### src/inc/sfrb_pkg.sv
// Purpose: constants and types for the bank-one special-function registers
// Assumes: byte address on the bus is four times the register index
// Notes:   indexes are nine bits: two bank bits over a seven-bit offset
package sfrb_pkg;

  // ****************************************************************
  // register indexes
  // ****************************************************************
  localparam logic [8:0] IX_INDIRECT_ACCESS_PORT   = 9'h080; // indirect access port
  localparam logic [8:0] IX_OPTION = 9'h081; // timer and pull-up options
  localparam logic [8:0] IX_PCL    = 9'h082; // program counter low
  localparam logic [8:0] IX_STATUS = 9'h083; // core status flags
  localparam logic [8:0] IX_FSR    = 9'h084; // indirect address pointer
  localparam logic [8:0] IX_PORT_A_DIRECTION  = 9'h085; // port a direction
  localparam logic [8:0] IX_PORT_B_DIRECTION  = 9'h086; // port b direction
  localparam logic [8:0] IX_PORT_C_DIRECTION  = 9'h087; // port c direction
  localparam logic [8:0] IX_PORT_D_DIRECTION  = 9'h088; // port d direction
  localparam logic [8:0] IX_PORT_E_DIRECTION_SLAVE_STATUS  = 9'h089; // port e direction, slave status
  localparam logic [8:0] IX_PROGRAM_COUNTER_HIGH_LATCH = 9'h08a; // program counter high latch
  localparam logic [8:0] IX_INTERRUPT_CONTROL = 9'h08b; // interrupt control
  localparam logic [8:0] IX_PERIPHERAL_IRQ_ENABLE_ONE   = 9'h08c; // peripheral enables one
  localparam logic [8:0] IX_PERIPHERAL_IRQ_ENABLE_TWO   = 9'h08d; // peripheral enables two
  localparam logic [8:0] IX_RESET_CAUSE_FLAGS   = 9'h08e; // reset cause flags
  localparam logic [8:0] IX_PR2    = 9'h092; // timer2 period
  localparam logic [8:0] IX_SERIAL_TRANSMIT_CONTROL  = 9'h098; // serial transmit control
  localparam logic [8:0] IX_BAUD_RATE_DIVISOR  = 9'h099; // baud rate divisor
  localparam logic [8:0] IX_CONVERTER_CONFIGURATION = 9'h09f; // converter configuration
  localparam logic [8:0] IX_EVSTAT = 9'h1f8; // block event status
  localparam logic [8:0] IX_EVMASK = 9'h1f9; // block event mask

  // ****************************************************************
  // power-on values, unknown bits taken as zero
  // ****************************************************************
  localparam logic [7:0] RV_OPTION = 8'hff;
  localparam logic [7:0] RV_PCL    = 8'h00;
  localparam logic [7:0] RV_STATUS = 8'h18;
  localparam logic [7:0] RV_FSR    = 8'h00;
  localparam logic [7:0] RV_PORT_A_DIRECTION  = 8'h3f;
  localparam logic [7:0] RV_TRISBD = 8'hff;
  localparam logic [7:0] RV_PORT_E_DIRECTION_SLAVE_STATUS  = 8'h07;
  localparam logic [4:0] RV_PROGRAM_COUNTER_HIGH_LATCH = 5'h00;
  localparam logic [7:0] RV_INTERRUPT_CONTROL = 8'h00;
  localparam logic [7:0] RV_PIE    = 8'h00;
  localparam logic [7:0] RV_PR2    = 8'hff;
  localparam logic [7:0] RV_SERIAL_TRANSMIT_CONTROL  = 8'h02;
  localparam logic [7:0] RV_BAUD_RATE_DIVISOR  = 8'h00;
  localparam logic [7:0] RV_CONVERTER_CONFIGURATION = 8'h00;
  localparam logic [2:0] RV_EV     = 3'h0;

  // ****************************************************************
  // writable bit masks and field positions
  // ****************************************************************
  localparam logic [7:0] WM_STATUS = 8'he7; // time-out, power-down read only
  localparam logic [7:0] WM_PORT_A_DIRECTION  = 8'h3f;
  localparam logic [7:0] WM_PORT_E_DIRECTION_SLAVE_STATUS  = 8'h37;
  localparam logic [7:0] WM_PERIPHERAL_IRQ_ENABLE_ONE   = 8'hf7;
  localparam logic [7:0] WM_PERIPHERAL_IRQ_ENABLE_TWO   = 8'h10;
  localparam logic [7:0] WM_SERIAL_TRANSMIT_CONTROL  = 8'hf5;
  localparam logic [7:0] WM_CONVERTER_CONFIGURATION = 8'h8f;
  localparam int ST_IRP  = 7; // status: indirect bank select
  localparam int ST_TO   = 4; // status: time-out, low after watchdog
  localparam int ST_PD   = 3; // status: power-down
  localparam int TE_IBF  = 7; // slave port input full
  localparam int TE_OBF  = 6; // slave port output full
  localparam int TE_IBOV = 5; // slave port overflow
  localparam int TX_TRMT = 1; // transmit shifter empty
  localparam int IC_RBIF = 0; // port b change flag
  localparam int EV_PCLD = 0; // event: program counter loaded
  localparam int EV_IND  = 1; // event: indirect access
  localparam int EV_UNM  = 2; // event: unmapped access
  localparam int EV_W    = 3;

  // ****************************************************************
  // carriers
  // ****************************************************************
  typedef struct packed {
    logic [7:0] option;
    logic [7:0] status;
    logic [7:0] indirect_address_pointer;
    logic [7:0] tris_a;
    logic [7:0] tris_b;
    logic [7:0] tris_c;
    logic [7:0] tris_d;
    logic [7:0] tris_e;
    logic [4:0] program_counter_high_latch;
    logic [7:0] interrupt_control;
    logic [7:0] peripheral_irq_enable_one;
    logic [7:0] peripheral_irq_enable_two;
    logic [1:0] reset_cause_flags;
    logic [7:0] pr2;
    logic [7:0] serial_transmit_control;
    logic [7:0] baud_rate_divisor;
    logic [7:0] converter_configuration;
  } sfrb_regs_t;

  typedef struct packed {
    logic [8:0] addr;  // irp and pointer
    logic       rd;    // read pulse
    logic       wr;    // write pulse
    logic [7:0] wdata; // write data
  } sfrb_ind_t;

endpackage

### src/hdl/sfrb_bank1.sv
// Purpose: bank-one special-function register decode on avalon-mm
// Assumes: reset cause inputs are driven on mclk_i by the reset logic
// Notes:   every access answers on its second cycle
//
// Behaviour
// - high latch feeds counter bits twelve to eight
// - non-power resets keep unchanged fields
// - common registers answer in every bank
// - small package: port d/e direction read zero
// - unimplemented locations and bits read zero
// - unknown, unchanged, conditional reset codes honoured
`timescale 1ns/10ps
`default_nettype none

module sfrb_bank1 #(
  parameter bit FULL_PORTS = 1'b1 // 1 for the larger package
) (
  input  wire logic                mclk_i,
  input  wire logic                srst_i,
  input  wire logic                por_rst_i,
  input  wire logic                bor_rst_i,
  input  wire logic                wdt_rst_i,
  input  wire logic [10:0]         address,
  input  wire logic                read,
  input  wire logic                write,
  input  wire logic [3:0]          byteenable,
  input  wire logic [31:0]         writedata,
  output logic [31:0]              readdata,
  output logic                     waitrequest,
  input  wire logic [1:0]          psp_full_i,
  input  wire logic                psp_ovf_i,
  input  wire logic                tx_empty_i,
  input  wire logic [7:0]          ind_rdata_i,
  output sfrb_pkg::sfrb_ind_t      ind_o,
  output sfrb_pkg::sfrb_regs_t     cfg_o,
  output logic [12:0]              pc_o,
  output logic                     pc_load_o,
  output logic                     irq_o
);
  import sfrb_pkg::*;

  // ****************************************************************
  // state
  // ****************************************************************
  sfrb_regs_t  r;          // register contents
  sfrb_regs_t  next_r;
  logic        ack;        // second cycle of an access
  logic        next_ack;
  logic [31:0] next_readdata;
  logic [12:0] next_pc_o;
  logic        next_pc_load_o;
  logic [7:0]  wbuf;       // write data held for the indirect port
  logic [7:0]  next_wbuf;
  logic [EV_W-1:0] ev;     // sticky event status
  logic [EV_W-1:0] next_ev;
  logic [EV_W-1:0] evm;    // event mask
  logic [EV_W-1:0] next_evm;
  logic        ind_rd;
  logic        next_ind_rd;
  logic        ind_wr;
  logic        next_ind_wr;
  logic        pwr_q;      // power-up reset held last cycle, for checks
  logic        wdt_q;

  // ****************************************************************
  // decode
  // ****************************************************************
  logic [8:0] idx;     // register index from byte address
  logic       common;  // offset mirrored in all banks
  logic [8:0] sel;     // index folded onto bank one
  logic       hit;     // implemented location
  logic       small_gap;
  logic       req;
  logic       wr_ok;
  logic       rd_done;
  logic       pwr;
  logic [7:0] wd;
  logic [7:0] rd_val;

  assign idx = address[10:2];
  assign req = read | write;
  assign wd  = writedata[7:0];
  assign pwr = por_rst_i | bor_rst_i;

  // fold common offsets onto bank one
  always_comb begin
    case (idx[6:0])
      7'h00, 7'h02, 7'h03, 7'h04, 7'h0a, 7'h0b: common = 1'b1;
      default:                                   common = 1'b0;
    endcase
    sel = common ? {2'b01, idx[6:0]} : idx;
  end

  // small package drops port d/e direction
  assign small_gap = !FULL_PORTS && (sel == IX_PORT_D_DIRECTION || sel == IX_PORT_E_DIRECTION_SLAVE_STATUS);

  // read mux; anything not listed reads zero
  always_comb begin
    hit    = 1'b1;
    rd_val = 8'h00;
    case (sel)
      IX_INDIRECT_ACCESS_PORT:   rd_val = (ind_o.addr == 9'h000) ? 8'h00 : ind_rdata_i;
      IX_OPTION: rd_val = r.option;
      IX_PCL:    rd_val = pc_o[7:0];
      IX_STATUS: rd_val = r.status;
      IX_FSR:    rd_val = r.indirect_address_pointer;
      IX_PORT_A_DIRECTION:  rd_val = r.tris_a & WM_PORT_A_DIRECTION;
      IX_PORT_B_DIRECTION:  rd_val = r.tris_b;
      IX_PORT_C_DIRECTION:  rd_val = r.tris_c;
      IX_PORT_D_DIRECTION:  rd_val = r.tris_d;
      IX_PORT_E_DIRECTION_SLAVE_STATUS:  rd_val = r.tris_e;
      IX_PROGRAM_COUNTER_HIGH_LATCH: rd_val = {3'h0, r.program_counter_high_latch};
      IX_INTERRUPT_CONTROL: rd_val = r.interrupt_control;
      IX_PERIPHERAL_IRQ_ENABLE_ONE:   rd_val = r.peripheral_irq_enable_one & WM_PERIPHERAL_IRQ_ENABLE_ONE;
      IX_PERIPHERAL_IRQ_ENABLE_TWO:   rd_val = r.peripheral_irq_enable_two & WM_PERIPHERAL_IRQ_ENABLE_TWO;
      IX_RESET_CAUSE_FLAGS:   rd_val = {6'h00, r.reset_cause_flags};
      IX_PR2:    rd_val = r.pr2;
      IX_SERIAL_TRANSMIT_CONTROL:  rd_val = r.serial_transmit_control;
      IX_BAUD_RATE_DIVISOR:  rd_val = r.baud_rate_divisor;
      IX_CONVERTER_CONFIGURATION: rd_val = r.converter_configuration & WM_CONVERTER_CONFIGURATION;
      IX_EVSTAT: rd_val = {5'h00, ev};
      IX_EVMASK: rd_val = {5'h00, evm};
      default:   hit    = 1'b0;
    endcase
    if (small_gap) begin
      hit    = 1'b0;
      rd_val = 8'h00;
    end
  end

  // ****************************************************************
  // bus handshake: first cycle waits, second cycle answers
  // ****************************************************************
  assign waitrequest = req & ~ack;
  assign wr_ok       = write & ack & byteenable[0];
  assign rd_done     = read & ack;

  // ****************************************************************
  // next register values
  // ****************************************************************
  always_comb begin
    next_r         = r;
    next_ack       = req & ~ack;
    next_readdata  = readdata;
    next_pc_o      = pc_o;
    next_pc_load_o = 1'b0;
    next_wbuf      = wbuf;
    next_ev        = ev;
    next_evm       = evm;
    next_ind_rd    = 1'b0;
    next_ind_wr    = 1'b0;
    // first cycle: capture the answer and the write byte
    if (req && !ack) begin
      next_readdata = {24'h000000, read ? rd_val : 8'h00};
      next_wbuf     = wd;
      next_ind_rd   = read && sel == IX_INDIRECT_ACCESS_PORT;
    end
    // reading the event status clears it; new events still land below
    if (rd_done && sel == IX_EVSTAT)
      next_ev = RV_EV;
    if (wr_ok && hit) begin
      case (sel)
        IX_INDIRECT_ACCESS_PORT:   next_ind_wr = 1'b1;
        IX_OPTION: next_r.option = wd;
        IX_PCL: begin
          // loading the counter takes the latch as the top
          next_pc_o      = {r.program_counter_high_latch, wd};
          next_pc_load_o = 1'b1;
        end
        IX_STATUS:
          next_r.status = (r.status & ~WM_STATUS) | (wd & WM_STATUS);
        IX_FSR:    next_r.indirect_address_pointer    = wd;
        IX_PORT_A_DIRECTION:  next_r.tris_a = wd & WM_PORT_A_DIRECTION;
        IX_PORT_B_DIRECTION:  next_r.tris_b = wd;
        IX_PORT_C_DIRECTION:  next_r.tris_c = wd;
        IX_PORT_D_DIRECTION:  next_r.tris_d = wd;
        IX_PORT_E_DIRECTION_SLAVE_STATUS:
          next_r.tris_e = (r.tris_e & ~WM_PORT_E_DIRECTION_SLAVE_STATUS) | (wd & WM_PORT_E_DIRECTION_SLAVE_STATUS);
        IX_PROGRAM_COUNTER_HIGH_LATCH: next_r.program_counter_high_latch = wd[4:0];
        IX_INTERRUPT_CONTROL: next_r.interrupt_control = wd;
        // bit seven stored as written; clearing it on the small
        // package is software's job
        IX_PERIPHERAL_IRQ_ENABLE_ONE:   next_r.peripheral_irq_enable_one   = wd & WM_PERIPHERAL_IRQ_ENABLE_ONE;
        IX_PERIPHERAL_IRQ_ENABLE_TWO:   next_r.peripheral_irq_enable_two   = wd & WM_PERIPHERAL_IRQ_ENABLE_TWO;
        IX_RESET_CAUSE_FLAGS:   next_r.reset_cause_flags   = wd[1:0];
        IX_PR2:    next_r.pr2    = wd;
        IX_SERIAL_TRANSMIT_CONTROL:
          next_r.serial_transmit_control = (r.serial_transmit_control & ~WM_SERIAL_TRANSMIT_CONTROL) | (wd & WM_SERIAL_TRANSMIT_CONTROL);
        IX_BAUD_RATE_DIVISOR:  next_r.baud_rate_divisor  = wd;
        IX_CONVERTER_CONFIGURATION: next_r.converter_configuration = wd & WM_CONVERTER_CONFIGURATION;
        IX_EVMASK: next_evm      = wd[EV_W-1:0];
        default:   next_r = r;
      endcase
    end
    // live status bits from the peripherals; overflow set wins clear
    next_r.tris_e[TE_IBF]  = FULL_PORTS & psp_full_i[1];
    next_r.tris_e[TE_OBF]  = FULL_PORTS & psp_full_i[0];
    if (FULL_PORTS && psp_ovf_i)
      next_r.tris_e[TE_IBOV] = 1'b1;
    next_r.serial_transmit_control[TX_TRMT]  = tx_empty_i;
    // events are sticky; set wins over the read clear
    if (wr_ok && hit && sel == IX_PCL)
      next_ev[EV_PCLD] = 1'b1;
    if (ack && req && hit && sel == IX_INDIRECT_ACCESS_PORT)
      next_ev[EV_IND] = 1'b1;
    if (ack && req && !hit)
      next_ev[EV_UNM] = 1'b1;
    // ************ reset ************
    if (srst_i) begin
      next_ack       = 1'b0;
      next_readdata  = 32'h00000000;
      next_pc_o      = 13'h0000;
      next_pc_load_o = 1'b0;
      next_ind_rd    = 1'b0;
      next_ind_wr    = 1'b0;
      next_ev        = RV_EV;
      next_evm       = RV_EV;
      // fields common to both reset columns
      next_r.option = RV_OPTION;
      next_r.tris_a = RV_PORT_A_DIRECTION;
      next_r.tris_b = RV_TRISBD;
      next_r.tris_c = RV_TRISBD;
      next_r.tris_d = RV_TRISBD;
      next_r.tris_e = RV_PORT_E_DIRECTION_SLAVE_STATUS;
      next_r.program_counter_high_latch = RV_PROGRAM_COUNTER_HIGH_LATCH;
      next_r.peripheral_irq_enable_one   = RV_PIE;
      next_r.peripheral_irq_enable_two   = RV_PIE;
      next_r.pr2    = RV_PR2;
      next_r.serial_transmit_control  = RV_SERIAL_TRANSMIT_CONTROL;
      next_r.baud_rate_divisor  = RV_BAUD_RATE_DIVISOR;
      next_r.converter_configuration = RV_CONVERTER_CONFIGURATION;
      next_r.interrupt_control = {RV_INTERRUPT_CONTROL[7:1], r.interrupt_control[IC_RBIF]};
      if (pwr) begin
        // power-up: unknown bits start at zero
        next_r.status = RV_STATUS;
        next_r.indirect_address_pointer    = RV_FSR;
        next_r.interrupt_control = RV_INTERRUPT_CONTROL;
        next_r.reset_cause_flags   = {~por_rst_i, ~bor_rst_i};
      end else begin
        // pin or watchdog: keep u fields
        next_r.status[7:5] = RV_STATUS[7:5];
        // time-out bit is conditional on the cause
        if (wdt_rst_i)
          next_r.status[ST_TO] = 1'b0;
      end
    end
  end

  // ****************************************************************
  // registers
  // ****************************************************************
  always_ff @(posedge mclk_i) begin
    r         <= next_r;
    ack       <= next_ack;
    readdata  <= next_readdata;
    pc_o      <= next_pc_o;
    pc_load_o <= next_pc_load_o;
    wbuf      <= next_wbuf;
    ev        <= next_ev;
    evm       <= next_evm;
    ind_rd    <= next_ind_rd;
    ind_wr    <= next_ind_wr;
    pwr_q     <= srst_i & pwr;
    wdt_q     <= srst_i & ~pwr & wdt_rst_i;
  end

  // ****************************************************************
  // outputs
  // ****************************************************************
  // irp plus pointer: a nine-bit data address for indirect access
  assign ind_o = '{addr: {r.status[ST_IRP], r.indirect_address_pointer}, rd: ind_rd,
                   wr: ind_wr, wdata: wbuf};
  assign cfg_o = r;
  assign irq_o = |(ev & evm);
endmodule

`default_nettype wire

### config.mk
export PLATFORM = sky130hd
export DESIGN_NAME = sfrb_bank1
export DESIGN_NICKNAME = d
export VERILOG_FILES = /design/src/inc/sfrb_pkg.sv /design/src/hdl/sfrb_bank1.sv
export SDC_FILE = /design/constraint.sdc
export NUM_CORES = 1
export LEC_CHECK = 0
export BUFFER_PORTS_ARGS = -buffer_cell sky130_fd_sc_hd__buf_2
export CAP_MARGIN = 15
export CORE_MARGIN = 2
export CORE_UTILIZATION = 54
export DETAILED_ROUTE_END_ITERATION = 8
export PLACE_DENSITY_LB_ADDON = 0.05
export RECOVER_POWER = 100
export SLEW_MARGIN = 30
export SYNTH_ARGS = -nofsm -noshare
export SYNTH_HDL_FRONTEND = slang
export SYNTH_SLANG_ARGS = --single-unit
### constraint.sdc
create_clock -name mclk_i -period 5.4 [get_ports mclk_i]
set_input_delay 1.08 -clock mclk_i [delete_from_list [all_inputs] [get_ports mclk_i]]
set_output_delay 1.08 -clock mclk_i [all_outputs]
set_load 0.05 [all_outputs]
Word level (Yosys, flattened, before mapping):

Index checks and enable logic that the tools add are counted.

* reduce and logical (&&, ||, !) cells: 45
* multiplexer cells: 36
* eq/ne operators: 27
* bitwise operators: 15

Operator list (number)
* 119-bit two-way mux: 2
* 9-bit by 8-bit equality test with 1-bit output, second input constant: 19
* 8-bit one-hot mux with 21 select lines: 1
* 8-bit two-way mux: 14
* 2-bit AND reduction: 18
* 21-bit OR reduction: 1
* 9-bit equality test, second input constant: 2
* 2-bit nonzero test: 8
* 7-bit by 2-bit equality test with 1-bit output, second input constant: 2
* 7-bit by 4-bit equality test with 1-bit output, second input constant: 2
* 12-bit two-way mux: 1
* 1-bit two-way mux: 11
* 5-bit two-way mux: 2
* 1-bit logical AND: 9
* 9-bit zero test: 1
* 9-bit two-way mux: 1
* 4-bit by 8-bit OR with 8-bit output: 1
* 5-bit by 8-bit OR with 8-bit output: 1
* 8-bit by 6-bit OR with 8-bit output: 1
* 7-bit by 3-bit equality test with 1-bit output, second input constant: 1
* 7-bit zero test: 1
* 6-bit two-way mux: 1
* 6-bit OR reduction: 1
* 1-bit inverter: 5
* 10 further kinds: 17

* input bits: 66
* flip-flop bits (word level): 153

Depth between registers and ports, before layout:

Gate-level depths: netlist of run 1.

* word-level depth: 12
* depth in mapped cells: 9
* mapped depth without buffers: 7

Worst setup path before layout of run 1:

OpenSTA, ideal clock, no wires.

* path kind: input -> output
* start: in write
* end: out waitrequest
* setup slack: 2.428 ns
* cell stages on the path: 3
* data required time: 4.320 ns
* path buffers: 0
* data arrival time: 1.892 ns
* cell sequence: nor2_1 -> or2_2 -> inv_1

* longest elaborated chain between the ends: 2

RTL lines
* start: declaration: RTL line sfrb_bank1.sv:25 `input wire logic write,`
* 1-bit OR: RTL line sfrb_bank1.sv:81 `assign req = read | write;`
* 1-bit bitwise AND: RTL line sfrb_bank1.sv:134 `assign waitrequest = req & ~ack;`
* end: declaration: RTL line sfrb_bank1.sv:29 `output logic waitrequest,`

Every way passes these cells.

==> run metrics, run 1 <==
HPWL Detailed=17720 um; Reg2Reg Launch Point=ack; largest net degree at the start of global routing=66; Die Area=14730 sq um; VDD IR max=196.6 uV; diodes inserted=0; TritonCTS clock tree=yes; H-tree depth=4; RSZ-0062 raised after global routing=false; most frequent cells in the layout=166 x clkbuf_1, 160 x nand2_1, 130 x dfxtp_1, 51 x nor2_1, 51 x a21oi_1; fraction of layout instances using a drive strength above 1=8.366%; Slowest Stage Delay on Critical Path=1740 ps; total power=0.002694 W; vias in the first global route=6310; register area share after synthesis=43.46%; leading cell type in the layout, fill and taps excluded=clkbuf_1; Worst Setup End Kind=flop; worst hold start=pc_o[8]; Post-synth ARST share=0%; Multi-input gate area=3665 sq um; Lkg Pwr=3.254 nW; Boundary Pins=260; Die Y=121.4 um; Final Hold Fails=0; end of the worst register-to-register path=cfg_o[43]; Slew Limit Fails=71; Post-synth EDFFs=21; DRC=0; initial antenna violation count=0; mean post-synth cell area=8.651 sq um; share of the synthesized area in the top cell type=34.98%; # nets final=1069; Slowest cell on crit path=clkbuf_1; status=finished with violations; Syn Inst Count=860; prevailing post-synth register cell=dfxtp_1; hold endpoint=pc_o[8]; antenna viol nets, final=0; routed vias/inst=6.053; Max clock buf depth=2; post-cts resize count=0; area grow syn2layout=15.17%; Hold Crit Depth=2; grt ovf=0; Cell Area, Placed=8182 sq um; Setup TNS=0 ps; worst path arrival time=4530 ps; startpoint types=input pin; Crit Path Category=input pin to flop; period utilization=78.02%; hold buffer count at CTS=0; cell depth of the worst flop-to-flop path=6; Yosys warning count=0; WP data required=5710 ps; die extent in x=121.4 um; Final min period=4213 ps; Placer Congestion=0.9300; final setup vio count=0; worst slew pin tran=2512 ps; Cell Area, Synth=7440 sq um; total wire length=25930 um; largest cells by area after synthesis=dfxtp_1 35%, edfxtp_1 8.5%, nand2_1 8.1%, mux2i_1 5.1%, buf_4 5.0%; Tot GR Track Use=34.41%; violated checks=max-capacitance violations, max-slew violations; Post-Route Skew=6.604 ps; core area=13350 sq um; Final Cell Area=8568 sq um; initial core utilization=55.74%; via count=7215; Register Area=3233 sq um; Root Buffer=clkbuf_16; routed length per instance=21.75 um; Yosys cell types=69; row count=42; FMAX=237.4 MHz; worst rel slew slack=-67.44%; worst skew pair latency=420 ps; first-pass GRT wire length=37730 um; Reg2Reg Setup Slack=2740 ps; sinks on the clock net=151; fill cell count=1262; Worst-path clk slew=70 ps; Synth area leader=dfxtp_1; postcts setup bufs=0; port bufs=191; CTS buffer count=17; drt pass-1 iters=7; critical-path maximum fanout=55; fin util=64.19%; crit-path cells=clkbuf_1, nor2_1, a32oi_1, o2111ai_1, o32a_1; pwr dens=314.5 nW/um^2; register bit total from synthesis=151; 1st-iter DRT viols=979; Hold Path Class=flop to flop; max_cap viols=2
-- worst max-delay path by stage --
| stage | endpoint | cells after the start | slack [ps] | from |
|---|---|---|---|---|
| finish | readdata[2] | 5 | 1190 | srst_i |
| global route | readdata[2] | 5 | 1030 | srst_i |
| CTS | cfg_o[50] | 7 | 1900 | address[3] |
| detailed placement | cfg_o[50] | 7 | 1480 | address[3] |
| global placement | cfg_o[50] | 7 | 1470 | address[3] |
| floorplan | waitrequest | 3 | 2430 | write |
-- final cells by class --
cell class / instances / share of cell area, %
Tap cell: 176 / 2.570
Multi-Input combinational cell: 628 / 42.77
Clock buffer: 17 / 4.965
Inverter: 8 / 0.3505
Timing Repair Buffer: 197 / 9.258
Clock inverter: 15 / 2.351
Sequential cell: 151 / 37.73
-- cell usage after synthesis, drive strengths merged, types with 2 or more instances --
cell type	n
mux2	10
nor4b	3
nand3	35
a21boi	2
and2	13
nor4	6
nand3b	42
a2bb2oi	3
or3	3
nand2	160
mux2i	38
a221o	2
o32a	2
inv	8
a211o	8
a21o	3
dfxtp	130
o211a	2
a221oi	3
a31oi	3
o22ai	2
clkbuf	42
a211oi	3
or2	5
nand2b	14
nand4	8
a32oi	18
a22oi	13
edfxtp	21
and3	10
o21ai	21
a222oi	2
o2111ai	3
buf	69
and4	2
nor2	52
nor3	17
a22o	7
nor2b	9
a21oi	52
-- metrics by stage --
step / hold WS (ps) / std cells / setup slack, ps
global placement: 440.1 / 1160 / 1475
floorplan: 465.8 / 898 / 2428
finish: 454.8 / 1192 / 1187
CTS: 452.2 / 1192 / 1903
detailed placement: 443.5 / 1160 / 1482
global route: 470.5 / 1192 / 1032
-- routing by layer --
| layer | vias up | GRT usage [%] | share of wire [%] |
|---|---|---|---|
| met4 | 0 | 11.71 | 2.7 |
| met1 | 3398 | 48.61 | 41 |
| met5 | - | 0 | 0 |
| li1 | 3248 | - | - |
| met2 | 514 | 50.67 | 44 |
| met3 | 55 | 9.539 | 12 |
-- cell families after synthesis --
family,after synthesis,synth area share (%)
DFF,151,43.46
other,1,0.05041
buffers and inverters,119,8.863
muxes,48,6.626
AOI/OAI and AO/OA,160,15.02
and+or+nand+nor,381,25.98
-- registers in the layout, indices dropped and copies added, names as in the netlist --
signal     flops
evm            3
readdata       8
pc_o          13
wbuf           8
ack            1
ev             3
ind_wr         1
cfg_o        112
pc_load_o      1
ind_rd         1
-- critical path: cells and delay by family --
kind	cells	cell delay (ps)
AOI/OAI and AO/OA	3	960
buffers and inverters	1	1740
and+or+nand+nor	1	710
-- power breakdown --
group          leakage [nW]  switching (W)  internal (W)
Combinational          1.69       0.000220     0.0000460
Sequential             1.26     0.00000910       0.00115
Clock                 0.303       0.000490      0.000776
Power figures use the tool's default switching activity.
==> run 2, diff against run 1 <==
--- a/config.mk
+++ b/config.mk
@@ -5,10 +5,11 @@
 export SDC_FILE = /design/constraint.sdc
 export NUM_CORES = 1
 export LEC_CHECK = 0
+export ABC_AREA = 1
 export BUFFER_PORTS_ARGS = -buffer_cell sky130_fd_sc_hd__buf_2
 export CAP_MARGIN = 15
 export CORE_MARGIN = 2
-export CORE_UTILIZATION = 54
+export CORE_UTILIZATION = 46
 export DETAILED_ROUTE_END_ITERATION = 8
 export PLACE_DENSITY_LB_ADDON = 0.05
 export RECOVER_POWER = 100
==> constraint.sdc (replaced) <==
create_clock -name mclk_i -period 3.6 [get_ports mclk_i]
set_input_delay 0.72 -clock mclk_i [delete_from_list [all_inputs] [get_ports mclk_i]]
set_output_delay 0.72 -clock mclk_i [all_outputs]
set_load 0.05 [all_outputs]
==> run 2 against run 1 <==
Effect of this change: the run still ends with max-capacitance violations, max-slew violations left; design area increased by 2.9%; largest power group unchanged; critical endpoint is now cfg_o[56]; critical path type unchanged; combinational power increased by 34%; highest routed layer unchanged; sequential power increased by 50%; critical path depth increased by 9.
==> run metrics, run 2 <==
status=finished with violations; violated checks=max-capacitance violations, max-slew violations; Final min period=3172 ps; largest net degree at the start of global routing=40; routed length per instance=17.49 um; Cell Area, Placed=8479 sq um; period utilization=88.11%; VDD IR max=323.0 uV; CTS buffer count=17; Hold Crit Depth=2; Die Area=17220 sq um; Tot GR Track Use=29.62%; Post-synth EDFFs=21; hold buffer count at CTS=0; H-tree depth=4; Slowest cell on crit path=clkbuf_1; share of the synthesized area in the top cell type=34.95%; crit-path cells=buf_2, nor2_1, nand2_2, nand2_2, nand2_1, nand2_2, buf_4, o2111ai_1, nand2_1, nor2_1, nand2_4, nand2_4, o21ai_0, clkbuf_1; Die Y=131.2 um; prevailing post-synth register cell=dfxtp_1; vias in the first global route=6835; Largest register FFs=112; mean post-synth cell area=7.018 sq um; final worst setup slack=428.1 ps; Placer Congestion=0.9516; 1st-iter DRT viols=599; Hold Path Class=input pin to flop; core area=15830 sq um; final setup vio count=0; Crit Path Category=input pin to flop; Commonest cells post-synth=288 x nand2_1, 154 x nor2_1, 130 x dfxtp_1, 96 x nand3_1, 92 x inv_1; sinks on the clock net=151; FMAX=315.3 MHz; initial core utilization=47.04%; startpoint types=input pin; area grow syn2layout=18.37%; worst path arrival time=3250 ps; Yosys warning count=0; die extent in x=131.2 um; total power=0.003936 W; delay-heaviest family, CP=simple AND/OR/NAND/NOR gates; Lkg Pwr=4.063 nW; total wire length=25850 um; Final Hold Fails=0; Post-Route Skew=6.486 ps; most frequent cells in the layout=288 x nand2_1, 171 x clkbuf_1, 160 x nor2_1, 130 x dfxtp_1, 96 x nand3_1; Crit path depth=14; port bufs=191; WHS=467.7 ps; post-cts resize count=0; # nets final=1315; worst rel slew slack=-31.76%; setup slack at placement=182.2 ps; worst skew pair latency=430 ps; Worst Setup End Kind=flop; Yosys cell types=40; max_cap viols=1; TritonCTS clock tree=yes; via count=7581; Critical path origin=address[3]; count leader, synth=nand2_1; largest cells by area after synthesis=dfxtp_1 35%, nand2_1 15%, edfxtp_1 8.5%, nor2_1 7.8%, nand3_1 6.5%; Slowest Stage Delay on Critical Path=390 ps; initial antenna violation count=0; first-pass GRT wire length=39530 um; Max clock buf depth=2; Syn Inst Count=1061; grt ovf=0; Final Cell Area=8813 sq um; Cell Area, Synth=7446 sq um; Setup TNS=0 ps; Reg2Reg Launch Point=cfg_o[110]; antenna viol nets, final=0; RSZ-0062 raised after global routing=false; worst hold start=tx_empty_i; CP Buf/Inv Count=3; diodes inserted=0; Multi-input gate area=3403 sq um; HPWL Detailed=18810 um; Register Area=3233 sq um; leading cell type in the layout, fill and taps excluded=nand2_1; Boundary Pins=260; worst slew pin tran=1976 ps; postcts setup bufs=0; register area share after synthesis=43.42%; fill cell count=1691; DRC=0; WP data required=3680 ps; Post-synth ARST share=0%; Synth area leader=dfxtp_1; Worst-path clk slew=60 ps; Slew Limit Fails=40; fraction of layout instances using a drive strength above 1=8.558%; routed vias/inst=5.129; drt pass-1 iters=5; Root Buffer=clkbuf_16; register bit total from synthesis=151; row count=46; crit-path most repeated cell=nand2_2; pwr dens=446.5 nW/um^2; critical-path maximum fanout=19; cell depth of the worst flop-to-flop path=10
## run 2: worst reg2reg max path: cells and delay by family, from the launching register on
kind                   cells  cell delay [ps]
AND/OR/NAND/NOR            8             1340
AO/OA/AOI/OAI              1               60
flip-flops                 1              380
buffers and inverters      1              150
## run 2: cells by family after synthesis
group           after synthesis  synth area share [%]
compound gates              115                 8.436
other cells                   1               0.05036
simple gates                609                 35.89
buf+inv                     185                 12.20
flops                       151                 43.42
## run 2: power breakdown
group / switching, W / internal [W]
combinational: 0.000309 / 0.0000483
clock: 0.000733 / 0.00110
sequential: 0.0000126 / 0.00173
## run 2: cell type report
cell class / count / share of cell area, %
clock inverter: 10 / 1.320
inverter: 98 / 4.202
tap: 216 / 3.066
multi-input combinational: 763 / 38.61
sequential: 151 / 36.68
clock buffer: 22 / 5.508
timing repair buffer: 218 / 10.60
## run 2: per-layer routing
layer	vias to the layer above	wire (um)	track usage, %
met2	316	12010	48.30
met3	61	1658	4.707
li1	3697	-	-
met5	-	0	0
met1	3507	11250	39.40
met4	0	923	11.78
## run 2: metrics by stage
step / util, % / cells
floorplan: - / 1099
global placement: 53.57 / 1446
detailed placement: 53.57 / 1446
CTS: 57.38 / 1478
global route: 55.68 / 1478
finish: 55.68 / 1478
## run 2: final timing paths
check                 to  slack, ps
min reg2reg  readdata[0]        470
min            cfg_o[17]        470
max reg2reg  readdata[2]       1480
max            cfg_o[56]        430
==> run 3, diff against run 2 <==
--- a/config.mk
+++ b/config.mk
@@ -6,12 +6,12 @@
 export NUM_CORES = 1
 export LEC_CHECK = 0
 export ABC_AREA = 1
-export BUFFER_PORTS_ARGS = -buffer_cell sky130_fd_sc_hd__buf_2
 export CAP_MARGIN = 15
 export CORE_MARGIN = 2
-export CORE_UTILIZATION = 46
+export CORE_UTILIZATION = 58
 export DETAILED_ROUTE_END_ITERATION = 8
-export PLACE_DENSITY_LB_ADDON = 0.05
+export DONT_BUFFER_PORTS = 1
+export PLACE_DENSITY = 0.74
 export RECOVER_POWER = 100
 export SLEW_MARGIN = 30
 export SYNTH_ARGS = -nofsm -noshare
==> run 3 against run 2 <==
Effect of this change: the run now ends clean; maximum frequency increased by 4.2%; final cell count decreased by 16%; hold slack got worse by 120 ps; power decreased by 6.5%; sequential share of layout area increased by 4.0 points; sequential cell count unchanged; routed wire length decreased by 7.7%; first-iteration DRC count increased by 19%; design area decreased by 9.9%; die area decreased by 20%; worst setup slack improved by 130 ps; clock power decreased by 9.8%.
==> run metrics, run 3 (synthesis results as in run 2) <==
max_cap viols=0; TritonCTS clock tree=yes; Lkg Pwr=3.731 nW; Register Area=3233 sq um; 1st-iter DRT viols=714; Final Cell Area=7938 sq um; Max clock buf depth=2; Cell Area, Placed=7467 sq um; Reg2Reg Setup Slack=940 ps; non-filler cells in the finished layout=1243; Slew Limit Fails=0; initial core utilization=59.24%; startpoint types=input pin; Root Buffer=clkbuf_16; vias in the first global route=6599; row count=41; Multi-input gate area=3420 sq um; total wire length=23870 um; worst hold start=srst_i; Setup TNS=0 ps; status=finished clean; core area=12570 sq um; grt ovf=0; Final min period=3043 ps; first-pass GRT wire length=36850 um; Largest register FFs=112; Critical path origin=address[3]; Tot GR Track Use=34.72%; total power=0.003679 W; Placer Congestion=0.9800; worst rel slew slack=7.352%; die extent in x=117.3 um; DRC=0; CTS buffer count=17; fin util=63.16%; worst path arrival time=3130 ps; HPWL Detailed=17270 um; Worst Setup End Kind=flop; period utilization=84.54%; routed vias/inst=5.631; critical-path maximum fanout=21; Reg2Reg Launch Point=cfg_o[110]; Worst-path clk slew=60 ps; most frequent cells in the layout=289 x nand2_1, 160 x nor2_1, 130 x dfxtp_1, 96 x nand3_1, 94 x inv_1; Die Area=13760 sq um; area grow syn2layout=6.604%; Post-Route Skew=8.141 ps; VDD IR max=261.9 uV; Final Hold Fails=0; pwr dens=463.5 nW/um^2; dpl cells=1210; largest net degree at the start of global routing=57; WP data required=3690 ps; worst slew pin tran=1390 ps; Crit Path Category=input pin to flop; RSZ-0062 raised after global routing=false; Boundary Pins=260; FMAX=328.6 MHz; initial antenna violation count=1; postcts setup bufs=0; antenna viol nets, final=0; port bufs=0; final setup vio count=0; # nets final=1123; sinks on the clock net=151; fraction of layout instances using a drive strength above 1=6.822%; worst skew pair latency=440 ps; leading cell type in the layout, fill and taps excluded=nand2_1; Die Y=117.3 um; drt pass-1 iters=5; routed length per instance=19.20 um; post-cts resize count=0; H-tree depth=4; fill cell count=1179; hold buffer count at CTS=0; via count=6999; Hold Path Class=input pin to flop
run 3: power breakdown:
part,internal (W),switching [W],total (W)
combinational,0.0000286,0.000181,0.000209
sequential,0.00173,0.0000799,0.00181
clock,0.000936,0.000722,0.00166
total,0.00270,0.000983,0.00368
run 3: layer usage:
metal / vias up / share of wire, % / wire length, um / track usage [%]
li1: 3332 / - / - / -
met4: 0 / 3.5 / 832 / 15.21
met3: 66 / 11 / 2621 / 10.75
met2: 402 / 46 / 11070 / 55.99
met5: - / 0 / 0 / 0
met1: 3199 / 39 / 9343 / 42.92
run 3: final timing paths:
check	endpoint	cells after the start
hold reg to reg	ev[0]	2
setup reg to reg	readdata[2]	11
setup / recovery	cfg_o[52]	14
hold / removal	cfg_o[69]	1
run 3: cell type report:
type / count / area share [%]
antenna: 1 / 0.03153
clock buffer: 21 / 5.943
clock inverter: 11 / 0.9143
inverter: 98 / 4.650
multi-input combinational: 763 / 43.08
sequential: 151 / 40.73
tap: 172 / 2.711
timing repair buffer: 26 / 1.939
run 3: worst max-delay path, stage by stage:
cell and delay (ps):
nor2_1 210, nand2_2 110, nand2_1 120, nand2_1 90, nand2_2 320, nand3_1 260, nand2_1 110, nor2_1 40
nand2_1 100, nor2_4 60, nand2_4 140, nand2_4 230, o21ai_0 230, clkbuf_1 370
run 3: per-stage QoR:
step,setup slack (ps),hold slack [ps]
after floorplan,486.7,456.6
after global placement,394.6,475.3
after detailed placement,348.7,492.6
after CTS,764.9,340.1
after global routing,241.4,342.3
final,556.7,348.4
